## src/switch_output_pkg.sv

```systemverilog
/*
  Constants for the switch output mode logic: configuration byte layout,
  stored parameter indices and defaults, command codes and reset values.
  Assumes nothing of its surroundings; used by every design file.
*/
package switch_output_pkg;

  // Output configuration byte fields
  localparam int CFG_TONE_BIT   = 0;
  localparam int CFG_DEC_LSB    = 1;
  localparam int CFG_DEC_W      = 4;
  localparam int CFG_COMP_BIT   = 5;
  localparam int CFG_TWO_BIT    = 6;

  // Selection vector positions, index 0 is output 1
  localparam int SEL_BAND       = 0;
  localparam int SEL_POL        = 1;
  localparam int SEL_POS        = 2;
  localparam int SEL_OPTION     = 3;

  // Stored parameter indices
  localparam logic [7:0] IDX_ADDRESS = 8'h00;
  localparam logic [7:0] IDX_LO_FREQ = 8'h01;
  localparam logic [7:0] IDX_OUT_CFG = 8'h02;
  localparam logic [7:0] IDX_STANDBY = 8'h05;
  localparam logic [7:0] LOCK_CODE   = 8'hFF;

  // Shipping defaults of the stored parameters
  localparam logic [7:0] DEF_ADDRESS = 8'h14;
  localparam logic [7:0] DEF_LO_FREQ = 8'h00;
  localparam logic [7:0] DEF_OUT_CFG = 8'h0A;
  localparam logic       DEF_STANDBY = 1'h1;

  // Command codes
  localparam logic [7:0] CMD_RESET    = 8'h00;
  localparam logic [7:0] CMD_STANDBY  = 8'h02;
  localparam logic [7:0] CMD_POWER_ON = 8'h03;
  localparam logic [3:0] CMD_SEL_HI   = 4'h2;
  localparam logic [7:0] CMD_WRITE_N0 = 8'h38;
  localparam logic [7:0] CMD_WRITE_N1 = 8'h39;
  localparam int         SEL_VAL_BIT  = 2;
  localparam int         SEL_GRP_BIT  = 3;

  // Reset values of the selection state and switch outputs
  localparam logic [7:0] SEL_RESET    = 8'h00;
  localparam logic [7:0] OUT_RESET    = 8'h00;

endpackage

```

## src/switch_output_mode_logic.sv

```systemverilog
/*
  Switch output mode logic of a slave controller for LNBs and switchers.
  Holds the selection state, applies commands from the bus frame receiver,
  maps backwards compatible tone and voltage signalling, and drives the
  eight switch outputs, standby and the output 3 enable from flip-flops.
  Assumes commands arrive as one-cycle strobes synchronous to clk_sys,
  already address-checked by the frame receiver.
*/
`timescale 1ns/100ps
`default_nettype none

module switch_output_mode_logic (
  input  wire logic       clk_sys,
  input  wire logic       reset,
  input  wire logic       reset_pin_n,
  input  wire logic       low_supply_detector,
  input  wire logic       cmd_valid,
  input  wire logic [7:0] cmd_code,
  input  wire logic [7:0] cmd_data,
  input  wire logic       prog_valid,
  input  wire logic [7:0] prog_index,
  input  wire logic [7:0] prog_data,
  input  wire logic       tone_detect,
  input  wire logic       voltage_high,
  output logic            band_select_out,
  output logic            polarization_out,
  output logic            position_select_out,
  output logic            position_select_oe,
  output logic            switch_option_out,
  output logic            uncommitted_out_a,
  output logic            uncommitted_out_b,
  output logic            uncommitted_out_c,
  output logic            uncommitted_out_d,
  output logic            standby_out,
  output logic            compat_mode,
  output logic [7:0]      slave_address_out,
  output logic [7:0]      out_cfg_out
);

  typedef enum logic [2:0] {
    ST_RESET  = 3'h1,
    ST_COMPAT = 3'h2,
    ST_BUS    = 3'h4
  } ctl_state_t;

  ctl_state_t state;
  ctl_state_t next_state;
  logic [7:0] sel;
  logic [7:0] next_sel;
  logic [7:0] outs;
  logic       standby_req;
  logic       next_standby_req;
  logic       pos_oe;

  wire [7:0] slave_address;
  wire [7:0] out_cfg;
  wire       standby_used;
  wire       store_locked;
  wire [7:0] pattern;

  // Every reset source collapses to one synchronous reset of the control state
  wire core_reset = reset | low_supply_detector | ~reset_pin_n;

  switch_param_store u_store (
    .clk_sys        (clk_sys),
    .power_on_reset (reset),
    .prog_valid     (prog_valid),
    .prog_index     (prog_index),
    .prog_data      (prog_data),
    .slave_address  (slave_address),
    .lo_freq        (),
    .out_cfg        (out_cfg),
    .standby_used   (standby_used),
    .locked         (store_locked)
  );

  // Command decode
  wire cmd_reset   = cmd_valid && cmd_code == switch_output_pkg::CMD_RESET;
  wire cmd_standby = cmd_valid && cmd_code == switch_output_pkg::CMD_STANDBY;
  wire cmd_power   = cmd_valid && cmd_code == switch_output_pkg::CMD_POWER_ON;
  wire cmd_single  = cmd_valid && cmd_code[7:4] == switch_output_pkg::CMD_SEL_HI;
  wire cmd_n0      = cmd_valid && cmd_code == switch_output_pkg::CMD_WRITE_N0;
  wire cmd_n1      = cmd_valid && cmd_code == switch_output_pkg::CMD_WRITE_N1;

  // Single select: low bits pick the line, bit 2 the value, bit 3 the group
  wire [2:0] single_idx = {cmd_code[switch_output_pkg::SEL_GRP_BIT], cmd_code[1:0]};
  wire       single_val = cmd_code[switch_output_pkg::SEL_VAL_BIT];

  // Any frame other than the reset command leaves compatible mode
  always_comb begin
    next_state = state;
    case (state)
      ST_RESET:  next_state = ST_COMPAT;
      ST_COMPAT: next_state = (cmd_valid && !cmd_reset) ? ST_BUS : ST_COMPAT;
      ST_BUS:    next_state = cmd_reset ? ST_COMPAT : ST_BUS;
      default:   next_state = ST_RESET;
    endcase
  end

  // Selection state: group writes and single selects from bus commands
  always_comb begin
    next_sel = sel;
    if (cmd_n0) begin
      next_sel[3:0] = cmd_data[3:0];
    end else if (cmd_n1) begin
      next_sel[7:4] = cmd_data[3:0];
    end else if (cmd_single) begin
      next_sel[single_idx] = single_val;
    end
  end

  assign next_standby_req = cmd_standby ? 1'b1 : cmd_power ? 1'b0 : standby_req;

  // Compatible mode: tone goes to band or position, voltage to polarization
  wire       tone_to_pos = out_cfg[switch_output_pkg::CFG_TONE_BIT];
  wire [7:0] compat_sel  = {sel[7:4], sel[switch_output_pkg::SEL_OPTION],
                            tone_to_pos ? tone_detect : sel[switch_output_pkg::SEL_POS],
                            voltage_high,
                            tone_to_pos ? sel[switch_output_pkg::SEL_BAND] : tone_detect};
  wire [7:0] eff_sel     = (state == ST_BUS) ? sel : compat_sel;

  switch_pattern_decoder u_decode (
    .sel     (eff_sel),
    .cfg     (out_cfg),
    .pattern (pattern)
  );

  // Control state registers
  always_ff @(posedge clk_sys) begin
    if (core_reset) begin
      state       <= ST_RESET;
      sel         <= switch_output_pkg::SEL_RESET;
      standby_req <= 1'b0;
    end else begin
      state       <= next_state;
      sel         <= next_sel;
      standby_req <= next_standby_req;
    end
  end

  // Outputs registered so decode changes never glitch the switch lines
  always_ff @(posedge clk_sys) begin
    if (core_reset) begin
      outs <= switch_output_pkg::OUT_RESET;
    end else begin
      outs <= pattern;
    end
  end

  // Output 3 falls back to a pulled-up input on every reset
  always_ff @(posedge clk_sys) begin
    if (core_reset) begin
      pos_oe <= 1'b0;
    end else begin
      pos_oe <= state != ST_RESET;
    end
  end

  // Standby and status mirrors
  always_ff @(posedge clk_sys) begin
    if (core_reset) begin
      standby_out       <= 1'b0;
      compat_mode       <= 1'b0;
      slave_address_out <= switch_output_pkg::DEF_ADDRESS;
      out_cfg_out       <= switch_output_pkg::DEF_OUT_CFG;
    end else begin
      standby_out       <= standby_used && next_standby_req;
      compat_mode       <= next_state != ST_BUS;
      slave_address_out <= slave_address;
      out_cfg_out       <= out_cfg;
    end
  end

  assign band_select_out     = outs[0];
  assign polarization_out    = outs[1];
  assign position_select_out = outs[2];
  assign position_select_oe  = pos_oe;
  assign switch_option_out   = outs[3];
  assign uncommitted_out_a   = outs[4];
  assign uncommitted_out_b   = outs[5];
  assign uncommitted_out_c   = outs[6];
  assign uncommitted_out_d   = outs[7];

  // Mode views of the configuration for the checks below
  wire cfg_decoded = out_cfg[4:1] != 4'h0;
  wire cfg_two     = out_cfg[switch_output_pkg::CFG_TWO_BIT];
  wire cfg_comp    = out_cfg[switch_output_pkg::CFG_COMP_BIT];
  wire cfg_single  = !cfg_decoded && !cfg_comp;

  single_direct_a: assert property (@(posedge clk_sys) disable iff (core_reset)
    cfg_single && state == ST_BUS && !cmd_valid ##1 !core_reset |-> outs == $past(sel))
    else $error("single polarity output does not follow selection");

  band_map_a: assert property (@(posedge clk_sys) disable iff (core_reset)
    cfg_single && state == ST_BUS && cmd_valid && cmd_code == 8'h24 ##2 cfg_single
      |-> band_select_out)
    else $error("band select output not high after high band select");

  onehot_eight_a: assert property (@(posedge clk_sys) disable iff (core_reset)
    cfg_decoded && !cfg_two |=> $onehot(outs) || $past(core_reset))
    else $error("decoded output not one-hot");

  onehot_four_a: assert property (@(posedge clk_sys) disable iff (core_reset)
    cfg_decoded && cfg_two |=> (outs[7:4] == 4'h0 && $onehot(outs[3:0])) || $past(core_reset))
    else $error("two-line decoded output not 1 of 4");

  complement_pair_a: assert property (@(posedge clk_sys) disable iff (core_reset)
    !cfg_decoded && cfg_comp |=> outs[7:4] == ~outs[3:0] || $past(core_reset))
    else $error("uncommitted outputs not inverse of committed");

  tone_route_a: assert property (@(posedge clk_sys) disable iff (core_reset)
    cfg_single && state == ST_COMPAT && tone_to_pos |=>
      position_select_out == $past(tone_detect) || $past(core_reset))
    else $error("tone not routed to position output");

  pos_release_a: assert property (@(posedge clk_sys)
    core_reset |=> !position_select_oe)
    else $error("output 3 driven right after reset");

  low_supply_hold_a: assert property (@(posedge clk_sys)
    low_supply_detector [*2] |-> outs == 8'h00 && !standby_out && state == ST_RESET)
    else $error("outputs active while supply is low");

  group_load_a: assert property (@(posedge clk_sys) disable iff (core_reset)
    cmd_n1 |=> sel[7:4] == $past(cmd_data[3:0]) && sel[3:0] == $past(sel[3:0]))
    else $error("uncommitted group write not loaded whole");

  standby_gate_a: assert property (@(posedge clk_sys) disable iff (core_reset)
    cmd_standby && !standby_used |=> !standby_out)
    else $error("standby driven while not in use");

  group_low_a: assert property (@(posedge clk_sys) disable iff (core_reset)
    cmd_n0 |=> sel[3:0] == $past(cmd_data[3:0]) && sel[7:4] == $past(sel[7:4]))
    else $error("committed group write not loaded whole");

  single_select_a: assert property (@(posedge clk_sys) disable iff (core_reset)
    cmd_single |=> sel[$past(single_idx)] == $past(single_val))
    else $error("single select did not set its line");

  registered_out_a: assert property (@(posedge clk_sys) disable iff (core_reset)
    $stable(eff_sel) && $stable(out_cfg) |=> $stable(outs) || $past(core_reset, 2))
    else $error("switch outputs moved with no input change");

  standby_set_a: assert property (@(posedge clk_sys) disable iff (core_reset)
    cmd_standby && standby_used |=> standby_out)
    else $error("standby not driven while in use");

  standby_clear_a: assert property (@(posedge clk_sys) disable iff (core_reset)
    cmd_power |=> !standby_out)
    else $error("standby still driven after power on command");

  compat_entry_a: assert property (@(posedge clk_sys) disable iff (core_reset)
    cmd_reset |=> compat_mode && state == ST_COMPAT)
    else $error("reset command did not return to compatible mode");

  bus_entry_a: assert property (@(posedge clk_sys) disable iff (core_reset)
    state != ST_RESET && cmd_valid && !cmd_reset |=> !compat_mode && state == ST_BUS)
    else $error("bus command did not leave compatible mode");

  lock_hold_a: assert property (@(posedge clk_sys) disable iff (core_reset)
    store_locked && prog_valid |=> slave_address == $past(slave_address)
      && out_cfg == $past(out_cfg))
    else $error("locked parameter store accepted a write");

  pos_drive_a: assert property (@(posedge clk_sys) disable iff (core_reset)
    state != ST_RESET |=> position_select_oe)
    else $error("output 3 not driven after reset");

  single_upper_a: assert property (@(posedge clk_sys) disable iff (core_reset)
    cfg_single |=> outs[7:4] == $past(sel[7:4]))
    else $error("uncommitted outputs do not follow their selections");

  comp_lower_a: assert property (@(posedge clk_sys) disable iff (core_reset)
    !cfg_decoded && cfg_comp |=> outs[3:0] == $past(eff_sel[3:0]))
    else $error("committed outputs wrong in complementary mode");

  reset_clear_a: assert property (@(posedge clk_sys)
    !reset_pin_n |=> outs == 8'h00 && !standby_out && !compat_mode && state == ST_RESET)
    else $error("outputs active while reset pin is low");

  compat_voltage_a: assert property (@(posedge clk_sys) disable iff (core_reset)
    cfg_single && state == ST_COMPAT |=> polarization_out == $past(voltage_high))
    else $error("voltage not routed to polarization output");

  compat_band_a: assert property (@(posedge clk_sys) disable iff (core_reset)
    cfg_single && state == ST_COMPAT && !tone_to_pos
      |=> band_select_out == $past(tone_detect))
    else $error("tone not routed to band output");

  decode_first_a: assert property (@(posedge clk_sys) disable iff (core_reset)
    out_cfg[4:1] == 4'h1 && !cfg_two |=> outs == (8'h01 << $past(eff_sel[2:0])))
    else $error("decoded pattern does not match selections");

  decode_pair_a: assert property (@(posedge clk_sys) disable iff (core_reset)
    out_cfg[4:1] == 4'h3 && cfg_two |=> outs == (8'h01 << $past(eff_sel[3:2])))
    else $error("two-line pattern does not match selections");

  cover_decoded_c: cover property (@(posedge clk_sys) cfg_decoded && !cfg_two && outs[7]);
  cover_comp_c:    cover property (@(posedge clk_sys) cfg_comp && state == ST_BUS && outs[4]);
  cover_return_c:  cover property (@(posedge clk_sys) state == ST_BUS ##1 state == ST_COMPAT);
  cover_standby_c: cover property (@(posedge clk_sys) standby_out);
  cover_two_c:     cover property (@(posedge clk_sys) cfg_decoded && cfg_two && outs[3]);

endmodule

`default_nettype wire

```

## src/switch_param_store.sv

```systemverilog
/*
  Programmed parameter store: slave address, local oscillator entries,
  output configuration byte and standby use, with a write lock.
  Assumes the programming strobe is one cycle wide and synchronous to clk_sys;
  contents survive every reset except the power-on reset input.
*/
`timescale 1ns/100ps
`default_nettype none

module switch_param_store (
  input  wire logic       clk_sys,
  input  wire logic       power_on_reset,
  input  wire logic       prog_valid,
  input  wire logic [7:0] prog_index,
  input  wire logic [7:0] prog_data,
  output logic      [7:0] slave_address,
  output logic      [7:0] lo_freq,
  output logic      [7:0] out_cfg,
  output logic            standby_used,
  output logic            locked
);

  // Lock code in both index and data freezes the store until the next power-on reset
  wire lock_hit  = prog_valid && prog_index == switch_output_pkg::LOCK_CODE
                   && prog_data == switch_output_pkg::LOCK_CODE;
  wire write_ok  = prog_valid && !locked;
  wire wr_addr   = write_ok && prog_index == switch_output_pkg::IDX_ADDRESS;
  wire wr_lo     = write_ok && prog_index == switch_output_pkg::IDX_LO_FREQ;
  wire wr_cfg    = write_ok && prog_index == switch_output_pkg::IDX_OUT_CFG;
  wire wr_sby    = write_ok && prog_index == switch_output_pkg::IDX_STANDBY;

  // Only programmed values steer the block, no pin is sampled for them
  always_ff @(posedge clk_sys) begin
    if (power_on_reset) begin
      slave_address <= switch_output_pkg::DEF_ADDRESS;
      lo_freq       <= switch_output_pkg::DEF_LO_FREQ;
      out_cfg       <= switch_output_pkg::DEF_OUT_CFG;
      standby_used  <= switch_output_pkg::DEF_STANDBY;
      locked        <= 1'b0;
    end else begin
      if (wr_addr) slave_address <= prog_data;
      if (wr_lo) lo_freq <= prog_data;
      if (wr_cfg) out_cfg <= {1'b0, prog_data[6:0]};
      if (wr_sby) standby_used <= prog_data[0];
      if (lock_hit) locked <= 1'b1;
    end
  end

endmodule

`default_nettype wire

```

## src/switch_pattern_decoder.sv

```systemverilog
/*
  Combinational pattern decoder: turns the eight selection bits and the
  output configuration byte into the next switch output pattern.
  Assumes its result is registered by the caller.
*/
`timescale 1ns/100ps
`default_nettype none

module switch_pattern_decoder (
  input  wire logic [7:0] sel,
  input  wire logic [7:0] cfg,
  output logic      [7:0] pattern
);

  // One-hot of a small binary value into an eight bit field
  function automatic logic [7:0] onehot8(input logic [2:0] v);
    onehot8 = 8'h01 << v;
  endfunction

  wire [3:0] dec_num  = cfg[switch_output_pkg::CFG_DEC_LSB +: switch_output_pkg::CFG_DEC_W];
  wire       two_line = cfg[switch_output_pkg::CFG_TWO_BIT];
  wire       comp     = cfg[switch_output_pkg::CFG_COMP_BIT];
  wire       decoded  = dec_num != 4'h0;
  // Mode number n starts the group at selection n; clamp so the group stays inside
  wire [3:0] base_raw = (dec_num > 4'h8) ? 4'h7 : dec_num - 4'h1;
  wire [3:0] lim      = two_line ? 4'h6 : 4'h5;
  wire [2:0] base     = (base_raw > lim) ? lim[2:0] : base_raw[2:0];
  wire [7:0] shifted  = sel >> base;
  wire [7:0] dec3     = onehot8(shifted[2:0]);
  wire [7:0] dec2     = onehot8({1'b0, shifted[1:0]});
  wire [7:0] complem  = {~sel[3:0], sel[3:0]};

  // Decoded wins over complementary when both are set; single otherwise
  assign pattern = decoded ? (two_line ? dec2 : dec3)
                 : comp ? complem
                 : sel;

endmodule

`default_nettype wire
```

## config.mk

```make
export PLATFORM = sky130hd
export DESIGN_NAME = switch_output_mode_logic
export DESIGN_NICKNAME = d
export VERILOG_FILES = /design/src/switch_output_pkg.sv /design/src/switch_output_mode_logic.sv /design/src/switch_param_store.sv /design/src/switch_pattern_decoder.sv
export SDC_FILE = /design/constraint.sdc
export NUM_CORES = 1
export LEC_CHECK = 0
export BUFFER_PORTS_ARGS = -buffer_cell sky130_fd_sc_hd__buf_2
export CELL_PAD_IN_SITES_DETAIL_PLACEMENT = 0
export CELL_PAD_IN_SITES_GLOBAL_PLACEMENT = 1
export CORE_UTILIZATION = 43
export DETAILED_ROUTE_END_ITERATION = 7
export PLACE_DENSITY = 0.82
export SYNTH_ARGS = -nofsm -noshare
export SYNTH_HDL_FRONTEND = slang
export SYNTH_SLANG_ARGS = --single-unit
```

## constraint.sdc

```tcl
create_clock -name clk_sys -period 4.9 [get_ports clk_sys]
set_input_delay 0.49 -clock clk_sys [delete_from_list [all_inputs] [get_ports clk_sys]]
set_output_delay 0.49 -clock clk_sys [all_outputs]
set_load 0.005 [all_outputs]
```

-- After elaboration in Yosys (flattened, before gate mapping)
Cells that the tools add are included.
- bits of input ports: 40
- register bits after elaboration: 55
- logic and storage cells: 87
- magnitude comparators: 4
- equal/unequal tests: 15
- bitwise operators: 5
- shift-type cells: 3
- add/sub/neg operators: 1
- reductions and logical operators: 24
- multiplexer cells: 21
- operators by type and width (kind ; number):
    $mux 8 ; 4
    $eq 8x2->1 const B ; 3
    $eq 8x6->1 const B ; 2
    $eq 8x8->1 const B ; 2
    $logic_not 8->1 ; 2
    $mux 4 ; 4
    $logic_and 1x1->1 ; 15
    $mux 3 ; 4
    $pmux 3 s3 ; 1
    $bwmux 8 ; 1
    $eq 8x3->1 const B ; 1
    $shl 1x2->8 const A ; 1
    $shl 1x3->8 const A ; 1
    $shr 8x3->3 ; 1
    $mux 1 ; 5
    $eq 4x2->1 const B ; 1
    $gt 4x4->1 ; 1
    $gt 4x4->1 const B ; 1
    $lt 3x4->1 const B ; 1
    $not 4->4 ; 1
    $reduce_and 2->1 ; 2
    $reduce_bool 2->1 ; 2
    $reduce_bool 4->1 ; 1
    $sub 4x1->4 const B ; 1
    other kinds (12) ; 15

-- Depth between registers and ports, before layout
Gate-level depths: netlist of run 1.
- depth in word-level cells: 8
- depth in mapped cells: 13

-- Cells and area by module
From an unflattened synthesis of run 1, not the netlist that was laid out.
- cells, all modules: 365
- area, all modules: 3331.9 µm²
- modules (own cells, without submodules) (module ; seq. area each (µm²) ; cells each ; instances ; area each (µm²)):
    switch_output_mode_logic ; 780.7 ; 160 ; 1 ; 1531.5
    switch_param_store ; 500.5 ; 111 ; 1 ; 1121.1
    switch_pattern_decoder ; 0.0 ; 94 ; 1 ; 679.4

-- Worst setup path before layout of run 1
Ideal clock, no wire load.
- path kind: register to register
- start point: register u_store.out_cfg[1]
- end point: register outs[3]
- arrival time: 3011 ps
- cell stages (with the launch flop): 14
- path slack: 1768 ps
- required time: 4779 ps
- path buffers: 0
- path through: dfxtp_1 inv_1 ha_1 nand2b_4 a21boi_2 inv_2 ha_1 nor2b_1 o21a_1 a211o_4 nor4_2 o31ai_2 o311a_1 a2bb2o_1
- longest elaborated chain between the ends: 8
- RTL lines (what ; RTL line ; RTL):
    from (decl) ; switch_param_store.sv:18 ; output logic [7:0] out_cfg,
    from (signal assigned) ; switch_param_store.sv:37 ; out_cfg <= switch_output_pkg::DEF_OUT_CFG;
    from (signal assigned) ; switch_param_store.sv:43 ; if (wr_cfg) out_cfg <= {1'b0, prog_data[6:0]};
    $sub 4x1->4 / $gt 4x4->1 (equally long branches) ; switch_pattern_decoder.sv:25 ; wire [3:0] base_raw = (dec_num > 4'h8) ? 4'h7 : dec_num - 4'h1;
    $mux 4 ; switch_pattern_decoder.sv:25 ;
    $gt 4x4->1 ; switch_pattern_decoder.sv:27 ; wire [2:0] base = (base_raw > lim) ? lim[2:0] : base_raw[2:0];
    $mux 3 ; switch_pattern_decoder.sv:27 ;
    $shr 8x3->3 ; switch_pattern_decoder.sv:28 ; wire [7:0] shifted = sel >> base;
    $shl 1x3->8 / $shl 1x2->8 (equally long branches) ; switch_pattern_decoder.sv:17 ; onehot8 = 8'h01 << v;
    $mux 8 ; switch_pattern_decoder.sv:34 ; assign pattern = decoded ? (two_line ? dec2 : dec3)
    $mux 8 (*) ; switch_pattern_decoder.sv:34 ;
    to (signal assigned) ; switch_output_mode_logic.sv:144 ; outs <= switch_output_pkg::OUT_RESET;
    to (signal assigned) ; switch_output_mode_logic.sv:146 ; outs <= pattern;
    to (decl) ; switch_output_mode_logic.sv:50 ; logic [7:0] outs;
Every way passes the cells marked *; elsewhere a longest branch is shown, timed or not.
A chain may end at the register's enable or synchronous reset.

-- Worst setup path after layout of run 1
- start point: register u_store.out_cfg[1]
- end point: register outs[4]
The elaborated chain is that of the path after synthesis.

==> impl_results.md, run 1 <==
- Hold path startpoint: prog_data[7]
- Starting Density: 0.4469
- WHS Endpoint: u_store.slave_address[7]$_SDFFE_PP0P_
- Post-synthesis sequential area ratio: 0.3880
- Top area cells in the synthesized netlist: dfxtp_1 39%, mux2i_1 8.1%, nor2_1 5.6%, nand2_1 3.4%, nand3_1 2.1%
- Fmax: 282.3 MHz
- Reg2reg end: outs[4]$_SDFF_PP0_
- Family with the most delay on the worst path: compound AO/OA/AOI/OAI gates
- Total Die Area: 6928 µm²
- Net Sw Power: 0.0001954 W
- Sw Ratio: 0.2532
- Max Cap Viol: 0
- Largest net degree at the start of global routing: 21
- Warnings, synthesis: 0
- Main synth FF type: dfxtp_1
- Share of cells above drive strength 1: 0.2634
- Routed WL: 6633 µm
- H-tree lvl count: 2
- Crit Path Class: register to register
- Vias: 2522
- Post-synth EDFFs: 0
- Via/cell ratio: 5.617
- R2R depth: 13
- Initial DRC Count: 153
- Antenna violations before repair: 0
- Die H: 83.24 µm
- Worst VDD drop: 0.0001701 V
- CTS Buf Count: 5
- Ant diodes: 0
- Cell count after synthesis: 314
- Root buffer cell: clkbuf_8
- Clk_lat worst skew: 310 ps
- Post-route worst setup slack: 1358 ps
- Clock sink total: 55
- Setup TNS: 0 ps
- Reg2Reg Setup Slack: 1360 ps
- Fin crit period: 3542 ps
- Leakage: 1.294 nW
- Worst Max-Slew Pin Slew: 1060 ps
- Number of global-route vias before repair: 2437
- Synth top area share: 0.3880
- Wire per inst: 14.77 µm
- First-pass GRT wire length: 11470 µm
- Worst path depth: 13
- Post-synthesis average cell area: 9.037 µm²
- Port bufs: 61
- Placed insts: 441
- Clock network power share: 0.349
- Synthesized netlist net count: 357
- Fin. Hold Viols: 0
- CP required: 5100 ps
- Yosys reg bits: 55
- Crit path DAT: 3740 ps
- Die W: 83.24 µm
- Top cell by count, worst path: ha_1
- Final period util: 0.7229
- Pint: 0.0005765 W
- Post-synth top area cell: dfxtp_1
- Worst Skew: 9.208 ps
- Final Non-Filler Cells: 449
- GR Overflow Total: 0
- ANT nets after route: 0
- Total GRT Usage: 0.2006
- Core area: 6350 µm²
- Crit path largest cell delay: 390 ps
- Power share of the sequential group: 0.584
- CP Capture Type: register
- Clock-pin slew on the worst setup and hold paths: 110 ps
- Site row count: 29
- RSZ-0062 raised after global routing: false
- CTS Hold Bufs: 0
- Worst path slowest cell: a21boi_2
- IO Pins: 67
- HPWL after DPL: 5045 µm
- Total power: 0.0007720 W
- Unique masters post-synth: 65
- Slew Limit Fails: 0
- Gpl congestion: 0.8687
- PwrDens: 233.7 nW/µm²
- Number of gates resized after CTS: 0
- Pre-CTS setup slack: 1429 ps
- # setup viols final: 0
- Nets: 414
- Max transition margin: 0.2912
- FFs w/ async S/R, synth: 0
- Logic gate share of total power: 0.068
- Worst R2R Start: u_store.out_cfg[1]$_SDFFE_PP1P_
- Filler instances: 615
- CTS tree: built
- CP max FO: 7
- DR DRC count: 0
- Clock buffer depth: 2
- Outcome: finished clean
- Drt pass-1 iters: 4
- Crit path cell chain: inv_1 > ha_1 > nand2b_4 > a21boi_2 > inv_2 > ha_1 > nor2b_1 > o221ai_4 > a21boi_4 > a211oi_1 > o31ai_2 > o311a_1 > o22ai_1
- Commonest non-fill, non-tap cell in the layout: buf_2
- Hold Path Depth: 3
- CP bufs+invs: 2
- Synthesized area: 2838 µm²
- Post-CTS setup buffer count: 0
- Min-delay worst type: input pin to register
- Synth-to-layout area growth: 16.40%
- Critical Path Start Type: register
- Most frequent cells in the layout: 61 x buf_2, 55 x dfxtp_1, 42 x nor2_1, 26 x nand2_1, 23 x mux2i_1
==> sequential cells by signal, indices dropped and copies added, names as in the netlist <==
register	count
outs	8
sel	8
slave_address_out	8
u_store.slave_address	8
out_cfg_out	7
u_store.out_cfg	7
state	3
compat_mode	1
position_select_oe	1
standby_out	1
standby_req	1
u_store.locked	1
u_store.standby_used	1
==> worst min-delay path, cell delays in order <==
cell     delay [ps]
buf_2            90
mux2i_1          60
nor2_1           80
==> area by class of cell <==
cell class	count	area [µm²]	area share
Tap cell	77	96.34	0.02917
Inverter	10	37.54	0.01136
Clock buffer	5	68.82	0.02083
Multi-Input combinational cell	237	1653	0.5004
Clock inverter	3	33.78	0.01023
Sequential cell	55	1101	0.3333
Timing Repair Buffer	62	312.8	0.09470
==> cell families after synthesis <==
logic type                 synth area share
AOI/OAI and AO/OA                    0.1940
other                              0.001321
buffers and inverters               0.03174
adders and majority gates           0.01323
and+or+nand+nor                      0.2742
DFF                                  0.3880
xor gates and xnor gates           0.003087
muxes                               0.09435
==> power by group through the flow <==
stage                     Combinational, W  Clock, W  Sequential, W
final                            0.0000522  0.000269       0.000450
after global routing             0.0000582  0.000295       0.000451
after CTS                        0.0000521  0.000278       0.000451
after detailed placement         0.0000521         0       0.000461
after global placement           0.0000520         0       0.000461
after floorplan                  0.0000259         0       0.000459
==> per-stage QoR <==
stage / util / instance area (µm²) / hold WS, ps
3_5_place_dp: 0.5040 / 3201 / 424.2
5_1_grt: 0.5202 / 3303 / 435.2
2_1_floorplan: - / 2838 / 410.1
6_report: 0.5202 / 3303 / 427.7
4_1_cts: 0.5202 / 3303 / 426.4
3_3_place_gp: 0.5040 / 3201 / 418.2
==> Yosys cell counts (4+ instances only) <==
cell and number:
a211oi_1 5, a21oi_1 9, and2_1 4, and3_1 9, clkbuf_1 10, dfxtp_1 55, inv_1 9, mux2i_1 23
nand2_1 26, nand2b_1 5, nand3_1 12, nand4_1 9, nor2_1 42, nor2b_1 4, nor3_1 10, nor3b_1 5
nor4_1 4, o21ai_0 4, o22ai_1 6
==> routing by layer <==
metal  track usage  part of all wire  wire, µm
met5             0                 0         0
met4       0.04702            0.0084        56
met3       0.03579             0.049       327
met2        0.3383              0.49      3241
met1        0.2659              0.45      3007
==> worst max path at each step <==
stage	start	slack (ps)	to
global route	u_store.out_cfg[1]$_SDFFE_PP1P_	1170	outs[3]$_SDFF_PP0_
finish	u_store.out_cfg[1]$_SDFFE_PP1P_	1360	outs[4]$_SDFF_PP0_
global placement	u_store.out_cfg[1]$_SDFFE_PP1P_	1440	outs[6]$_SDFF_PP0_
detailed placement	u_store.out_cfg[1]$_SDFFE_PP1P_	1430	outs[3]$_SDFF_PP0_
CTS	u_store.out_cfg[1]$_SDFFE_PP1P_	1400	outs[3]$_SDFF_PP0_
floorplan	u_store.out_cfg[1]$_SDFFE_PP1P_	1770	outs[3]$_SDFF_PP0_
(Power assumes the default switching activity.)
==> run 2: changes to the inputs <==
ABC_AREA = 1   (was not set)
CORE_UTILIZATION = 34   (was 43)
PLACE_DENSITY = 0.73   (was 0.82)
clock period = 3.2 ns   (was 4.9 ns; I/O delays follow)
==> run 2 against run 1 <==
  * Routed wire length up 6.5%
  * Cell count rose by 26%
  * Utilization shrank 9.2 points
  * Design area increased by 1.7%
  * First-iteration DRC count decreased by 9.8%
  * Sequential power increased by 53%
  * Flip-flop and latch count is the same
==> impl_results.md, run 2 <==
- Largest family of logic cells by synthesized area: simple AND/OR/NAND/NOR gates (unchanged)
- Clk_lat worst skew: 310 ps (about the same)
- Gpl congestion: 0.9078 (was 0.8687)
- Fin crit period: 2854 ps (was 3542 ps)
- DR DRC count: 0 (unchanged)
- Slew Limit Fails: 0 (unchanged)
- ANT nets after route: 0 (unchanged)
- Number of global-route vias before repair: 2477 (was 2437)
- Initial DRC Count: 138 (was 153)
- Pre-CTS setup slack: 334.5 ps (was 1429 ps)
- FFs w/ async S/R, synth: 0 (unchanged)
- Total GRT Usage: 0.1721 (was 0.2006)
- Starting Density: 0.3584 (was 0.4469)
- Commonest non-fill, non-tap cell in the layout: nand2_1 (was buf_2)
- Post-synth EDFFs: 0 (unchanged)
- Simple-Gate Fraction of Synth Area: 0.3634 (was 0.2743)
- Most frequent cell after synthesis: nand2_1 (was dfxtp_1)
- CP bufs+invs: 4 (was 2)
- Die W: 92.96 µm (was 83.24 µm)
- CP required: 3430 ps (was 5100 ps)
- IO Pins: 67 (unchanged)
- Main synth FF type: dfxtp_1 (unchanged)
- Fin. Hold Viols: 0 (unchanged)
- Top area cells in the synthesized netlist: dfxtp_1 39%, nand2_1 10%, nor2_1 7.9%, inv_1 6.3%, nand3_1 5.9% (was dfxtp_1 39%, mux2i_1 8.1%, nor2_1 5.6%, nand2_1 3.4%, nand3_1 2.1%)
- Core area: 7848 µm² (was 6350 µm²)
- Nets: 506 (was 414)
- Site row count: 32 (was 29)
- Unique masters post-synth: 34 (was 65)
- Final period util: 0.8920 (was 0.7229)
- Worst Max-Slew Pin Slew: 840.7 ps (was 1060 ps)
- First-pass GRT wire length: 11780 µm (was 11470 µm)
- Crit path cell chain: inv_1 > ha_1 > nand2_4 > nand2_1 > nand2_1 > inv_1 > ha_1 > nand2_1 > inv_1 > a21oi_4 > nand2_8 > nand2_8 > nand2_8 > nand2_8 > clkinv_4 > nand3_1 > nand3_1 > nand2_1 > nand2_1 > nor2_1 > nor2_1 > nor2_1 (was inv_1 > ha_1 > nand2b_4 > a21boi_2 > inv_2 > ha_1 > nor2b_1 > o221ai_4 > a21boi_4 > a211oi_1 > o31ai_2 > o311a_1 > o22ai_1)
- Cell count after synthesis: 400 (was 314)
- Family with the most delay on the worst path: simple AND/OR/NAND/NOR gates (was compound AO/OA/AOI/OAI gates)
- Ant diodes: 0 (unchanged)
- H-tree lvl count: 2 (unchanged)
- Clock sink total: 55 (unchanged)
- Most frequent cells in the layout: 75 x nand2_1, 61 x buf_2, 59 x nor2_1, 55 x dfxtp_1, 47 x inv_1 (was 61 x buf_2, 55 x dfxtp_1, 42 x nor2_1, 26 x nand2_1, 23 x mux2i_1)
- Wire per inst: 12.48 µm (was 14.77 µm)
- Antenna violations before repair: 0 (unchanged)
- Synth Area in XOR/XNOR: 0 (was 0.003086)
- Max Cap Viol: 0 (unchanged)
- Filler instances: 846 (was 615)
- Clock-pin slew on the worst setup and hold paths: 100 ps (was 110 ps)
- Fmax: 350.3 MHz (was 282.3 MHz)
- Setup TNS: 0 ps (unchanged)
- Die H: 92.96 µm (was 83.24 µm)
- Worst VDD drop: 0.0002476 V (was 0.0001701 V)
- Area taken by multi-input logic gates: 1478 µm² (was 1653 µm²)
- Routed WL: 7063 µm (was 6633 µm)
- Synth top area share: 0.3915 (was 0.3880)
- Crit path DAT: 3080 ps (was 3740 ps)
- GR Overflow Total: 0 (unchanged)
- Compound-Gate Fraction of Synth Area: 0.1446 (was 0.1940)
- Outcome: finished clean (unchanged)
- Crit path largest cell delay: 340 ps (was 390 ps)
- Top cell by count, worst path: nand2_1 (was ha_1)
- PwrDens: 378.6 nW/µm² (was 233.7 nW/µm²)
- Synth-to-layout area growth: 19.44% (was 16.40%)
- CTS tree: built (unchanged)
- Warnings, synthesis: 0 (unchanged)
- Largest net degree at the start of global routing: 20 (was 21)
- Synth cell count leaders: 75 x nand2_1, 59 x nor2_1, 55 x dfxtp_1 (was 55 x dfxtp_1, 42 x nor2_1, 26 x nand2_1)
- Synthesized netlist net count: 443 (was 357)
- Share of cells above drive strength 1: 0.2091 (was 0.2634)
- Yosys reg bits: 55 (unchanged)
- Vias: 2741 (was 2522)
- HPWL after DPL: 5449 µm (was 5045 µm)
- # setup viols final: 0 (unchanged)
- Post-synthesis sequential area ratio: 0.3915 (was 0.3880)
- Post-synthesis average cell area: 7.032 µm² (was 9.037 µm²)
- Synth Area in Adders: 0.01335 (was 0.01323)
- CTS Buf Count: 5 (unchanged)
- Critical Path Start Type: register (unchanged)
- Leakage: 1.546 nW (was 1.294 nW)
- RSZ-0062 raised after global routing: false (unchanged)
- Max transition margin: 0.4352 (was 0.2912)
- CP max FO: 9 (was 7)
- Port bufs: 61 (unchanged)
- Post-synth top area cell: dfxtp_1 (unchanged)
- Root buffer cell: clkbuf_8 (unchanged)
- Drt pass-1 iters: 4 (unchanged)
- Crit Path Class: register to register (unchanged)
- Worst Skew: 9.031 ps (was 9.208 ps)
- Min-delay worst type: input pin to register (unchanged)
- CTS Hold Bufs: 0 (unchanged)
- Via/cell ratio: 4.843 (was 5.617)
- Worst path slowest cell: dfxtp_1 (was a21boi_2)
- Synthesized area: 2813 µm² (was 2838 µm²)
- CP Capture Type: register (unchanged)
- Register area: 1101 µm² (unchanged)
- Post-synthesis mux area share: 0 (was 0.09436)
- Total Die Area: 8641 µm² (was 6928 µm²)
- Clock buffer depth: 2 (unchanged)
- Post-route worst setup slack: 345.7 ps (was 1358 ps)
==> run 2: cell types whose count changed in the layout (fill, tap and decap cells not counted), sizes merged, moves of 6 or more <==
cell    delta
nand2     +61
nor2      +18
o21ai     +23
nand2b     -6
inv       +41
mux2i     -23
nor2b      -6
nand3     +25
and3      -10
a21oi     +17
o22ai      -6
nor3b      -7
==> run 2: cell families (layout without fill, tap and decap cells) <==
kind of cell | count (synthesis) | after routing
AOI/OAI and AO/OA | 71 | 71
adders and majority gates | 3 | 3
buffers and inverters | 62 | 126
DFF | 55 | 55
other | 1 | 1
and+or+nand+nor | 208 | 208
==> run 2: final cells by class <==
type,instances,share of cell area
flip-flops and latches,55,0.3277
inverters,55,0.06294
multi-input cells,283,0.4399
repair buffers,63,0.09534
clock inverters,2,0.01155
clock buffers,6,0.02458
well taps,102,0.03799
==> run 2: timing repair <==
action	4_1_cts	5_1_grt
setup buffers	0	0
endpoints found under the setup margin	0	3
resized for setup	0	1
==> run 2: path summary, 6_finish.rpt <==
check	startpoint	end	slack, ps	cells after the start
setup / recovery	u_store.out_cfg[1]$_SDFFE_PP1P_	outs[3]$_SDFF_PP0_	350	22
hold / removal	reset	u_store.locked$_SDFFE_PP0P_	170	2
setup reg to reg	u_store.out_cfg[1]$_SDFFE_PP1P_	outs[3]$_SDFF_PP0_	350	22
hold reg to reg	u_store.slave_address[6]$_SDFFE_PP0P_	slave_address_out[6]$_SDFF_PP0_	440	2
==> run 2: metal layers <==
| layer | vias to the layer above | global-route usage | wire length, µm |
|---|---|---|---|
| li1 | 1431 | - | - |
| met1 | 1234 | 0.2376 | 3396 |
| met2 | 66 | 0.2696 | 3222 |
| met3 | 10 | 0.02956 | 341 |
| met4 | 0 | 0.05769 | 102 |
| met5 | - | 0 | 0 |
==> run 2: power by group <==
group / total, W / leakage, nW / internal, W / switching, W
Clock: 0.000487 / 0.0618 / 0.000258 / 0.000229
Combinational: 0.0000970 / 1.04 / 0.0000358 / 0.0000612
Sequential: 0.000688 / 0.444 / 0.000687 / 0.00000131
==> run 2: metrics by stage <==
stage          hold slack, ps  area [µm²]  cells    util  power [W]
2_1_floorplan           389.1        2813    400       -  0.0007546
3_3_place_gp            418.3        3231    558  0.4117  0.0008004
3_5_place_dp            419.3        3231    558  0.4117  0.0008010
4_1_cts                 156.6        3352    566  0.4271   0.001291
5_1_grt                 164.0        3359    566  0.4281   0.001330
6_report                172.6        3359    566  0.4281   0.001272
